### src/hdl/fwsc_pkg.sv
// Package of command codes, status bit positions and strobe timing for the flash host controller
package fwsc_pkg;
  // ---------------------------------------------------------------
  // Command codes
  // ---------------------------------------------------------------
  localparam logic [7:0] CMD_READ_ARRAY = 8'hff;
  localparam logic [7:0] CMD_READ_STATUS = 8'h70;
  localparam logic [7:0] CMD_CLEAR_STATUS = 8'h50;
  localparam logic [7:0] CMD_ERASE_SETUP = 8'h20;
  localparam logic [7:0] CMD_CONFIRM = 8'hd0;
  localparam logic [7:0] CMD_WRITE_SETUP = 8'h40;
  localparam logic [7:0] CMD_WRITE_SETUP_ALT = 8'h10;
  localparam logic [7:0] CMD_SUSPEND = 8'hb0;
  // ---------------------------------------------------------------
  // Status bit positions
  // ---------------------------------------------------------------
  localparam int SR_READY = 7;
  localparam int SR_ERASE_SUSP = 6;
  localparam int SR_ERASE_ERR = 5;
  localparam int SR_WRITE_ERR = 4;
  localparam int SR_VPP_LOW = 3;
  localparam int SR_WRITE_SUSP = 2;
  localparam int SR_LOCK_ERR = 1;
  // ---------------------------------------------------------------
  // Strobe timing: phase lengths in ns and clock periods
  // ---------------------------------------------------------------
  localparam int CLK_PERIOD_NS = 20;
  localparam int SETUP_NS = 40;
  localparam int PULSE_NS = 100;
  localparam int HOLD_NS = 40;
  localparam int SETUP_CYC = (SETUP_NS + CLK_PERIOD_NS - 1) / CLK_PERIOD_NS;
  localparam int PULSE_CYC = (PULSE_NS + CLK_PERIOD_NS - 1) / CLK_PERIOD_NS;
  localparam int HOLD_CYC = (HOLD_NS + CLK_PERIOD_NS - 1) / CLK_PERIOD_NS;
  // ---------------------------------------------------------------
  // User operation codes
  // ---------------------------------------------------------------
  typedef enum logic [2:0] {
    OP_READ_STATUS = 3'b000,
    OP_CLEAR_STATUS = 3'b001,
    OP_ERASE = 3'b010,
    OP_WRITE = 3'b011,
    OP_SUSPEND = 3'b100,
    OP_RESUME = 3'b101,
    OP_READ_ARRAY = 3'b110,
    OP_READ = 3'b111
  } fwsc_op_t;
endpackage : fwsc_pkg

### src/hdl/fwsc_cycle.sv
// Single bus cycle engine: one write or one read on the flash strobes
`timescale 1ns/100ps
module fwsc_cycle #(
  parameter int AW = 20
) (
  input wire logic CLK_IN,
  input wire logic RST_IN,
  input wire logic start_in,
  input wire logic write_in,
  input wire logic [AW-1:0] addr_in,
  input wire logic [7:0] data_in,
  input wire logic [7:0] dq_in,
  output logic done_out,
  output logic [7:0] rdata_out,
  output logic ce_n_out,
  output logic oe_n_out,
  output logic we_n_out,
  output logic dq_oe_n_out,
  output logic [AW-1:0] a_out,
  output logic [7:0] dq_out
);
  typedef enum logic [1:0] {
    CY_IDLE = 2'b00,
    CY_SETUP = 2'b01,
    CY_PULSE = 2'b10,
    CY_HOLD = 2'b11
  } fwsc_cy_t;
  typedef struct packed {
    fwsc_cy_t st;
    logic [7:0] cnt;
    logic wr;
    logic done;
    logic [7:0] rdata;
    logic ce_n;
    logic oe_n;
    logic we_n;
    logic dq_oe_n;
    logic [AW-1:0] a;
    logic [7:0] dq;
  } fwsc_cy_state_t;
  fwsc_cy_state_t s_r, s_nxt;

  // ---------------------------------------------------------------
  // Strobe sequencing
  // ---------------------------------------------------------------
  always_comb begin
    s_nxt = s_r;
    s_nxt.done = 1'b0;
    case (s_r.st)
      CY_IDLE: begin
        if (start_in) begin
          s_nxt.st = CY_SETUP;
          s_nxt.wr = write_in;
          s_nxt.a = addr_in;
          s_nxt.dq = data_in;
          s_nxt.dq_oe_n = ~write_in;
          s_nxt.ce_n = 1'b0;
          s_nxt.cnt = 8'(fwsc_pkg::SETUP_CYC);
        end
      end
      CY_SETUP: begin
        if (s_r.cnt <= 8'h01) begin
          s_nxt.st = CY_PULSE;
          s_nxt.cnt = 8'(fwsc_pkg::PULSE_CYC);
          // Falling read strobe latches status or array data in the device
          if (s_r.wr) s_nxt.we_n = 1'b0;
          else s_nxt.oe_n = 1'b0;
        end else s_nxt.cnt = s_r.cnt - 8'h01;
      end
      CY_PULSE: begin
        if (s_r.cnt <= 8'h01) begin
          s_nxt.st = CY_HOLD;
          s_nxt.cnt = 8'(fwsc_pkg::HOLD_CYC);
          s_nxt.rdata = dq_in;
          // Rising write strobe latches address and data
          s_nxt.we_n = 1'b1;
          s_nxt.oe_n = 1'b1;
        end else s_nxt.cnt = s_r.cnt - 8'h01;
      end
      CY_HOLD: begin
        if (s_r.cnt <= 8'h01) begin
          // Chip enable returns high between cycles
          s_nxt.st = CY_IDLE;
          s_nxt.ce_n = 1'b1;
          s_nxt.dq_oe_n = 1'b1;
          s_nxt.done = 1'b1;
        end else s_nxt.cnt = s_r.cnt - 8'h01;
      end
      default: s_nxt.st = CY_IDLE;
    endcase
  end

  // State register
  always_ff @(posedge CLK_IN) begin
    if (RST_IN) begin
      s_r <= '{st: CY_IDLE, cnt: 8'h00, wr: 1'b0, done: 1'b0, rdata: 8'h00, ce_n: 1'b1,
               oe_n: 1'b1, we_n: 1'b1, dq_oe_n: 1'b1, a: '0, dq: 8'h00};
    end else begin
      s_r <= s_nxt;
    end
  end

  assign done_out = s_r.done;
  assign rdata_out = s_r.rdata;
  assign ce_n_out = s_r.ce_n;
  assign oe_n_out = s_r.oe_n;
  assign we_n_out = s_r.we_n;
  assign dq_oe_n_out = s_r.dq_oe_n;
  assign a_out = s_r.a;
  assign dq_out = s_r.dq;
endmodule : fwsc_cycle

### src/hdl/fwsc_host.sv
// Host controller that issues erase, write, suspend and status sequences to a byte-wide flash
`timescale 1ns/100ps
module fwsc_host #(
  parameter int AW = 20
) (
  input wire logic CLK_IN,
  input wire logic RST_IN,
  input wire logic OP_VALID_IN,
  input wire logic [2:0] OP_CODE_IN,
  input wire logic [AW-1:0] OP_ADDR_IN,
  input wire logic [7:0] OP_DATA_IN,
  output logic OP_READY_OUT,
  output logic OP_DONE_OUT,
  output logic [7:0] OP_RDATA_OUT,
  output logic [7:0] STATUS_OUT,
  output logic OP_ERROR_OUT,
  output logic OP_REFUSED_OUT,
  input wire logic READY_BUSY_N_IN,
  input wire logic [7:0] DQ_IN,
  output logic [7:0] DQ_OUT,
  output logic DQ_OE_N_OUT,
  output logic [AW-1:0] A_OUT,
  output logic CE_N_OUT,
  output logic OE_N_OUT,
  output logic WE_N_OUT
);
  // Refuse address widths the bus cycle engine cannot serve
  if (AW < 1 || AW > 32) begin : g_aw_check
    $error("fwsc_host: AW out of range");
  end

  // ---------------------------------------------------------------
  // Types and state
  // ---------------------------------------------------------------
  typedef enum logic [3:0] {
    HS_IDLE = 4'b0000,
    HS_CMD1 = 4'b0001,
    HS_CMD2 = 4'b0010,
    HS_POLL = 4'b0011,
    HS_CHECK = 4'b0100,
    HS_FINISH = 4'b0101
  } fwsc_hs_t;
  typedef enum logic [1:0] {
    MD_NORMAL = 2'b00,
    MD_ERASE_SUSP = 2'b01,
    MD_WRITE_SUSP = 2'b10
  } fwsc_md_t;
  typedef struct packed {
    fwsc_hs_t st;
    fwsc_md_t md;
    logic [2:0] op;
    logic [AW-1:0] addr;
    logic [7:0] data;
    logic busy_alg;
    logic go;
    logic gowr;
    logic [AW-1:0] ga;
    logic [7:0] gd;
    logic ready;
    logic done;
    logic [7:0] rdata;
    logic [7:0] status;
    logic err;
    logic refused;
  } fwsc_host_state_t;
  fwsc_host_state_t s_r, s_nxt;

  logic cy_done;
  logic [7:0] cy_rdata;

  // Error flags relevant to the operation just finished
  function automatic logic op_failed(input logic [2:0] op, input logic [7:0] sr);
    if (op == 3'(fwsc_pkg::OP_ERASE)) return sr[fwsc_pkg::SR_ERASE_ERR] |
      sr[fwsc_pkg::SR_VPP_LOW] | sr[fwsc_pkg::SR_LOCK_ERR];
    else if (op == 3'(fwsc_pkg::OP_WRITE)) return sr[fwsc_pkg::SR_WRITE_ERR] |
      sr[fwsc_pkg::SR_VPP_LOW] | sr[fwsc_pkg::SR_LOCK_ERR];
    else return 1'b0;
  endfunction : op_failed

  // Whether an operation is legal in the present mode
  function automatic logic op_allowed(input logic [2:0] op, input fwsc_md_t md,
                                      input logic busy);
    logic ok;
    ok = 1'b1;
    if (md == MD_ERASE_SUSP) begin
      ok = (op != 3'(fwsc_pkg::OP_ERASE)) && (op != 3'(fwsc_pkg::OP_SUSPEND) || busy) &&
           (op != 3'(fwsc_pkg::OP_CLEAR_STATUS));
    end else if (md == MD_WRITE_SUSP) begin
      ok = (op == 3'(fwsc_pkg::OP_READ_STATUS)) || (op == 3'(fwsc_pkg::OP_RESUME)) ||
           (op == 3'(fwsc_pkg::OP_READ_ARRAY)) || (op == 3'(fwsc_pkg::OP_READ));
    end else begin
      ok = (op != 3'(fwsc_pkg::OP_RESUME)) && (op != 3'(fwsc_pkg::OP_SUSPEND) || busy);
      if (busy && op == 3'(fwsc_pkg::OP_READ_ARRAY)) ok = 1'b0;
    end
    return ok;
  endfunction : op_allowed

  // ---------------------------------------------------------------
  // Sequencer
  // ---------------------------------------------------------------
  always_comb begin
    s_nxt = s_r;
    s_nxt.go = 1'b0;
    s_nxt.done = 1'b0;
    s_nxt.refused = 1'b0;
    case (s_r.st)
      HS_IDLE: begin
        s_nxt.ready = 1'b1;
        if (OP_VALID_IN && s_r.ready) begin
          s_nxt.ready = 1'b0;
          s_nxt.op = OP_CODE_IN;
          s_nxt.addr = OP_ADDR_IN;
          s_nxt.data = OP_DATA_IN;
          s_nxt.err = 1'b0;
          if (!op_allowed(OP_CODE_IN, s_r.md, s_r.busy_alg)) begin
            // Undefined or illegal sequences never reach the pins
            s_nxt.refused = 1'b1;
            s_nxt.done = 1'b1;
            s_nxt.st = HS_FINISH;
          end else begin
            s_nxt.go = 1'b1;
            s_nxt.gowr = 1'b1;
            s_nxt.ga = OP_ADDR_IN;
            s_nxt.st = HS_CMD1;
            case (OP_CODE_IN)
              3'(fwsc_pkg::OP_READ_STATUS): s_nxt.gd = fwsc_pkg::CMD_READ_STATUS;
              3'(fwsc_pkg::OP_CLEAR_STATUS): s_nxt.gd = fwsc_pkg::CMD_CLEAR_STATUS;
              3'(fwsc_pkg::OP_ERASE): s_nxt.gd = fwsc_pkg::CMD_ERASE_SETUP;
              3'(fwsc_pkg::OP_WRITE): s_nxt.gd = fwsc_pkg::CMD_WRITE_SETUP;
              3'(fwsc_pkg::OP_SUSPEND): s_nxt.gd = fwsc_pkg::CMD_SUSPEND;
              3'(fwsc_pkg::OP_RESUME): s_nxt.gd = fwsc_pkg::CMD_CONFIRM;
              3'(fwsc_pkg::OP_READ_ARRAY): s_nxt.gd = fwsc_pkg::CMD_READ_ARRAY;
              default: begin
                // Plain read of whatever mode the device is in
                s_nxt.gowr = 1'b0;
                s_nxt.gd = 8'h00;
              end
            endcase
          end
        end
      end
      HS_CMD1: begin
        if (cy_done) begin
          s_nxt.rdata = cy_rdata;
          if (s_r.op == 3'(fwsc_pkg::OP_ERASE) || s_r.op == 3'(fwsc_pkg::OP_WRITE)) begin
            // Second cycle: confirm in block, or address and data
            s_nxt.go = 1'b1;
            s_nxt.gowr = 1'b1;
            s_nxt.ga = s_r.addr;
            s_nxt.gd = (s_r.op == 3'(fwsc_pkg::OP_ERASE)) ? fwsc_pkg::CMD_CONFIRM : s_r.data;
            s_nxt.st = HS_CMD2;
          end else if (s_r.op == 3'(fwsc_pkg::OP_READ)) begin
            s_nxt.done = 1'b1;
            s_nxt.st = HS_FINISH;
          end else if (s_r.op == 3'(fwsc_pkg::OP_SUSPEND) ||
                       s_r.op == 3'(fwsc_pkg::OP_RESUME)) begin
            s_nxt.st = HS_POLL;
          end else begin
            if (s_r.op == 3'(fwsc_pkg::OP_READ_ARRAY) && s_r.md == MD_WRITE_SUSP) begin
              s_nxt.md = MD_WRITE_SUSP;
            end
            s_nxt.done = 1'b1;
            s_nxt.st = HS_FINISH;
          end
        end
      end
      HS_CMD2: begin
        if (cy_done) begin
          s_nxt.busy_alg = 1'b1;
          s_nxt.st = HS_POLL;
        end
      end
      HS_POLL: begin
        // Suspend is the one request taken while an erase or write runs
        if (OP_VALID_IN && OP_CODE_IN == 3'(fwsc_pkg::OP_SUSPEND) &&
            (s_r.op == 3'(fwsc_pkg::OP_ERASE) || s_r.op == 3'(fwsc_pkg::OP_WRITE))) begin
          s_nxt.op = OP_CODE_IN;
          s_nxt.go = 1'b1;
          s_nxt.gowr = 1'b1;
          s_nxt.gd = fwsc_pkg::CMD_SUSPEND;
          s_nxt.st = HS_CMD1;
        end else if (READY_BUSY_N_IN) begin
          // Device no longer busy: read status
          s_nxt.go = 1'b1;
          s_nxt.gowr = 1'b0;
          s_nxt.st = HS_CHECK;
        end
      end
      HS_CHECK: begin
        if (cy_done) begin
          // Device answers status after erase, write, suspend and resume sequences
          s_nxt.status = cy_rdata;
          s_nxt.rdata = cy_rdata;
          if (!cy_rdata[fwsc_pkg::SR_READY]) begin
            s_nxt.st = HS_POLL;
          end else begin
            s_nxt.err = op_failed(s_r.op, cy_rdata);
            s_nxt.done = 1'b1;
            s_nxt.st = HS_FINISH;
            if (cy_rdata[fwsc_pkg::SR_WRITE_SUSP]) begin
              s_nxt.md = MD_WRITE_SUSP;
            end else if (cy_rdata[fwsc_pkg::SR_ERASE_SUSP]) begin
              s_nxt.md = MD_ERASE_SUSP;
            end else begin
              s_nxt.md = MD_NORMAL;
            end
            // An erase resumed only after nested writes have ended
            s_nxt.busy_alg = 1'b0;
          end
        end
      end
      HS_FINISH: begin
        s_nxt.st = HS_IDLE;
        s_nxt.ready = 1'b1;
      end
      default: s_nxt.st = HS_IDLE;
    endcase
  end

  // State register
  always_ff @(posedge CLK_IN) begin
    if (RST_IN) begin
      s_r <= '{st: HS_IDLE, md: MD_NORMAL, op: 3'h0, addr: '0, data: 8'h00, busy_alg: 1'b0,
               go: 1'b0, gowr: 1'b0, ga: '0, gd: 8'h00, ready: 1'b0, done: 1'b0,
               rdata: 8'h00, status: 8'h00, err: 1'b0, refused: 1'b0};
    end else begin
      s_r <= s_nxt;
    end
  end

  // ---------------------------------------------------------------
  // Bus cycle engine
  // ---------------------------------------------------------------
  fwsc_cycle #(.AW(AW)) u_cycle (
    .CLK_IN(CLK_IN),
    .RST_IN(RST_IN),
    .start_in(s_r.go),
    .write_in(s_r.gowr),
    .addr_in(s_r.ga),
    .data_in(s_r.gd),
    .dq_in(DQ_IN),
    .done_out(cy_done),
    .rdata_out(cy_rdata),
    .ce_n_out(CE_N_OUT),
    .oe_n_out(OE_N_OUT),
    .we_n_out(WE_N_OUT),
    .dq_oe_n_out(DQ_OE_N_OUT),
    .a_out(A_OUT),
    .dq_out(DQ_OUT)
  );

  assign OP_READY_OUT = s_r.ready;
  assign OP_DONE_OUT = s_r.done;
  assign OP_RDATA_OUT = s_r.rdata;
  assign STATUS_OUT = s_r.status;
  assign OP_ERROR_OUT = s_r.err;
  assign OP_REFUSED_OUT = s_r.refused;
endmodule : fwsc_host

### config.mk
export PLATFORM = sky130hd
export DESIGN_NAME = fwsc_host
export DESIGN_NICKNAME = d
export VERILOG_FILES = /design/src/hdl/fwsc_pkg.sv /design/src/hdl/fwsc_cycle.sv /design/src/hdl/fwsc_host.sv
export SDC_FILE = /design/constraint.sdc
export NUM_CORES = 1
export LEC_CHECK = 0
export BUFFER_PORTS_ARGS = -buffer_cell sky130_fd_sc_hd__buf_2
export CAP_MARGIN = 20
export CORE_MARGIN = 5
export CORE_UTILIZATION = 51
export DETAILED_ROUTE_END_ITERATION = 7
export HOLD_SLACK_MARGIN = 0.06
export PLACE_DENSITY = 0.72
export SYNTH_ARGS = -nofsm -noshare
export SYNTH_HDL_FRONTEND = slang
export SYNTH_SLANG_ARGS = --single-unit
### constraint.sdc
create_clock -name CLK_IN -period 3.36 [get_ports CLK_IN]
set_input_delay 0.672 -clock CLK_IN [delete_from_list [all_inputs] [get_ports CLK_IN]]
set_output_delay 0.672 -clock CLK_IN [all_outputs]
set_load 0.01 [all_outputs]
==> results.md <==
* R2R depth at 5
* Slew HR at a little under a third
* Hold path cells at 2
* Total wire length at approximately 15000 um
* Async SR Flop Fraction at 0%
* DR WL/cell at 15.8 um
* Synth warn at 0
* Crit path capture type: register
* Synthesized instance count at around 800
* Root buffer cell: clkbuf_16
* Post-synth EDFFs at 0
* Initial Util at between 50 and 60%
* Leak at 0.00276 uW
* Dpl hpwl at 10500 um
* Hold_sp: u_cycle.a_out[5]
* Antenna diodes at 0
* Die width at roughly 120 um
* Crit path arrival time at approximately 2.8 ns
* Fillers at 1137
* CTS buffer count at 17
* Vias in the first global route at 5018
* Initial antenna violation count at 0
* VDD IR max at between 0.3 and 0.4 mV
* Min Tclk post-route at around 2.6 ns
* Fin crit share at between 70% and 80%
* Critical-path cell list: nor2b_1 -> and3_1 -> buf_4 -> or2_4 -> a311oi_1
* Startpoint type of the worst setup path: register
* Register area share after synthesis at a little over two fifths
* Die height at about 120 um
* Most frequent cells in the layout: 153 x nand2_1, 139 x dfxtp_1, 93 x buf_2
* Crit path max fanout at 43
* Share of cells above drive strength 1 at between 20% and 30%
* Post-cts hold buffer count at 0
* Area grow syn2layout at 12.2%
* Hold Crit Class: register to register
* Worst-margin pin slew at roughly 1.0 ns
* Post-Place Setup Slack at 0.739 ns
* CTS tree: yes
* Routed vias/inst at between 5 and 6
* Post-Syn Nets at 830
* Reg-to-reg endpoint: s_r[27]
* RSZ-0062 raised after global routing: no
* Clock Skew at between 0.007 and 0.008 ns
* Yosys reg bits at between 100 and 150
* Required @ worst endpoint at between 3 and 4 ns
* Final nets at around 850
* Total gr overflow at 0
* Antenna Nets Post-Route at 0
* Global-route wire length before repair at between 20000 and 25000 um
* Tot GR Track Use at between 20% and 30%
* Gpl congestion at ~0.94
* DIE AREA at between 0.015 and 0.02 mm^2
* Pin count of the biggest net entering global routing at 54
* Core area at between 0.01 and 0.015 mm^2
* Post-CTS Setup Bufs at 0
* TNS Setup at 0 ns
* Num rows at 41
* Initial DRC count at between 400 and 500
* P per Cell Area at between 700 and 800 mW/mm^2
* Finished Core Util at between 50% and 60%
* WS Path Type: register to register
* Fin worst setup slack at roughly 0.8 ns
* CP max-delay cell: dfxtp_1
* Fin area at 0.00732 mm^2
* Post-Synthesis Cell Area at approximately 0.0065 mm^2
* # clock sinks at between 100 and 150
* DRC violations left at 0
* Number of H-tree levels at 4
* Max clock buf depth at 2
* Via count at around 5500
* Clock transition at path regs at 0.06 ns
* Clk Latency, worst-skew pair at approximately 0.4 ns
* Reg2Reg Launch Point: s_r[84]
* Final Hold Fails at 0
* Hold WS at ~0.45 ns
* Min-Delay Endpoint: u_cycle.a_out[5]
* Post-Syn Area per Cell at ~8.4 um^2
* Peak Freq at ~0.4 GHz
* Port bufs at 94
* Placed Instance Area at roughly 0.0067 mm^2
* Max-slew violation count at 0
* I/O Pins at 95
* Detailed Routing Iterations Pass 1 at 5
* Commonest non-fill, non-tap cell in the layout: nand2_1
* Synth Flop Type: dfxtp_1
* Reg2reg setup slack at roughly 0.80 ns
* Setup-failing EPs final at 0
* Slowest stage delay, CP at about 0.65 ns
* Cell variety after synth at 64
* Post-CTS Resized at 0
* Max Cap Viol at 0
* Status: complete, no violations
-- synthesized netlist by cell type (all sizes together), types with 7 or more instances --
library cell | number | area share, %
buf | 68 | 7.5
mux2i | 18 | 2.8
a32oi | 21 | 2.8
a21oi | 87 | 6.7
nand3 | 10 | 0.77
o21ai | 19 | 1.5
nand3b | 7 | 0.81
nor3 | 32 | 2.5
nor2 | 42 | 2.4
inv | 15 | 0.86
ha | 8 | 1.5
nand2 | 153 | 8.8
nor2b | 9 | 0.86
clkbuf | 35 | 2.0
nand2b | 8 | 0.77
dfxtp | 139 | 43
a211oi | 24 | 4.2
-- flip-flops by register name (all words and copies together) (netlist names), 8 cells and up --
name	flops
u_cycle.rdata_out	8
OP_RDATA_OUT	8
u_cycle.s_r	11
STATUS_OUT	8
s_r	67
u_cycle.a_out	20
u_cycle.dq_out	8
-- worst max path at each step --
stage	startpoint	to	slack, ns	depth (start not counted)
6_report	s_r[84]	s_r[27]	0.80	5
4_1_cts	s_r[84]	s_r[27]	0.86	5
3_5_place_dp	OP_CODE_IN[1]	s_r[27]	0.74	7
5_1_grt	s_r[80]	s_r[22]	0.67	6
2_1_floorplan	OP_CODE_IN[0]	s_r[43]	1.16	8
3_3_place_gp	OP_CODE_IN[1]	s_r[27]	0.83	7
-- routing by layer --
| metal | track usage [%] | up-vias | routed length (um) |
|---|---|---|---|
| met3 | 4.89 | 24 | 1010 |
| met1 | 28.7 | 2596 | 7120 |
| met5 | 0 | - | 0 |
| li1 | - | 2712 | - |
| met4 | 6.57 | 0 | 220 |
| met2 | 30.4 | 192 | 7150 |
-- metrics by stage --
stage	cells	power (uW)
finish	981	5640
global route	981	5940
floorplan	779	3320
CTS	980	5630
global placement	950	3550
detailed placement	950	3610
-- worst max-delay path, delay by kind of cell (launching register included) --
| family | cells | cell delay (ns) |
|---|---|---|
| buffers and inverters | 1 | 0.38 |
| flip-flops | 1 | 0.65 |
| AO/OA/AOI/OAI | 1 | 0.14 |
| AND/OR/NAND/NOR | 3 | 1.21 |
-- power breakdown --
| part | leakage [uW] | switching [uW] | internal, uW | total (uW) |
|---|---|---|---|---|
| Clock | 0.000316 | 692 | 1320 | 2010 |
| Combinational | 0.00132 | 928 | 588 | 1520 |
| Sequential | 0.00113 | 226 | 1890 | 2120 |
-- cells by family after synthesis --
| kind of cell | after synthesis | share of synthesized area, % |
|---|---|---|
| xor gates and xnor gates | 7 | 0.939 |
| and+or+nand+nor | 293 | 20.5 |
| muxes | 19 | 2.93 |
| buffers and inverters | 118 | 10.4 |
| DFF | 139 | 42.6 |
| AOI/OAI and AO/OA | 195 | 21.1 |
| adders and majority gates | 8 | 1.53 |
-- area by class of cell --
type	count	area, um^2	area share (%)
flip-flops and latches	139	2780	38.0
inverters	15	56.3	0.769
repair buffers	103	561	7.66
clock inverters	9	160	2.19
clock buffers	21	480	6.56
multi-input cells	522	3070	41.9
well taps	172	215	2.94
(Power assumes the default switching activity.)
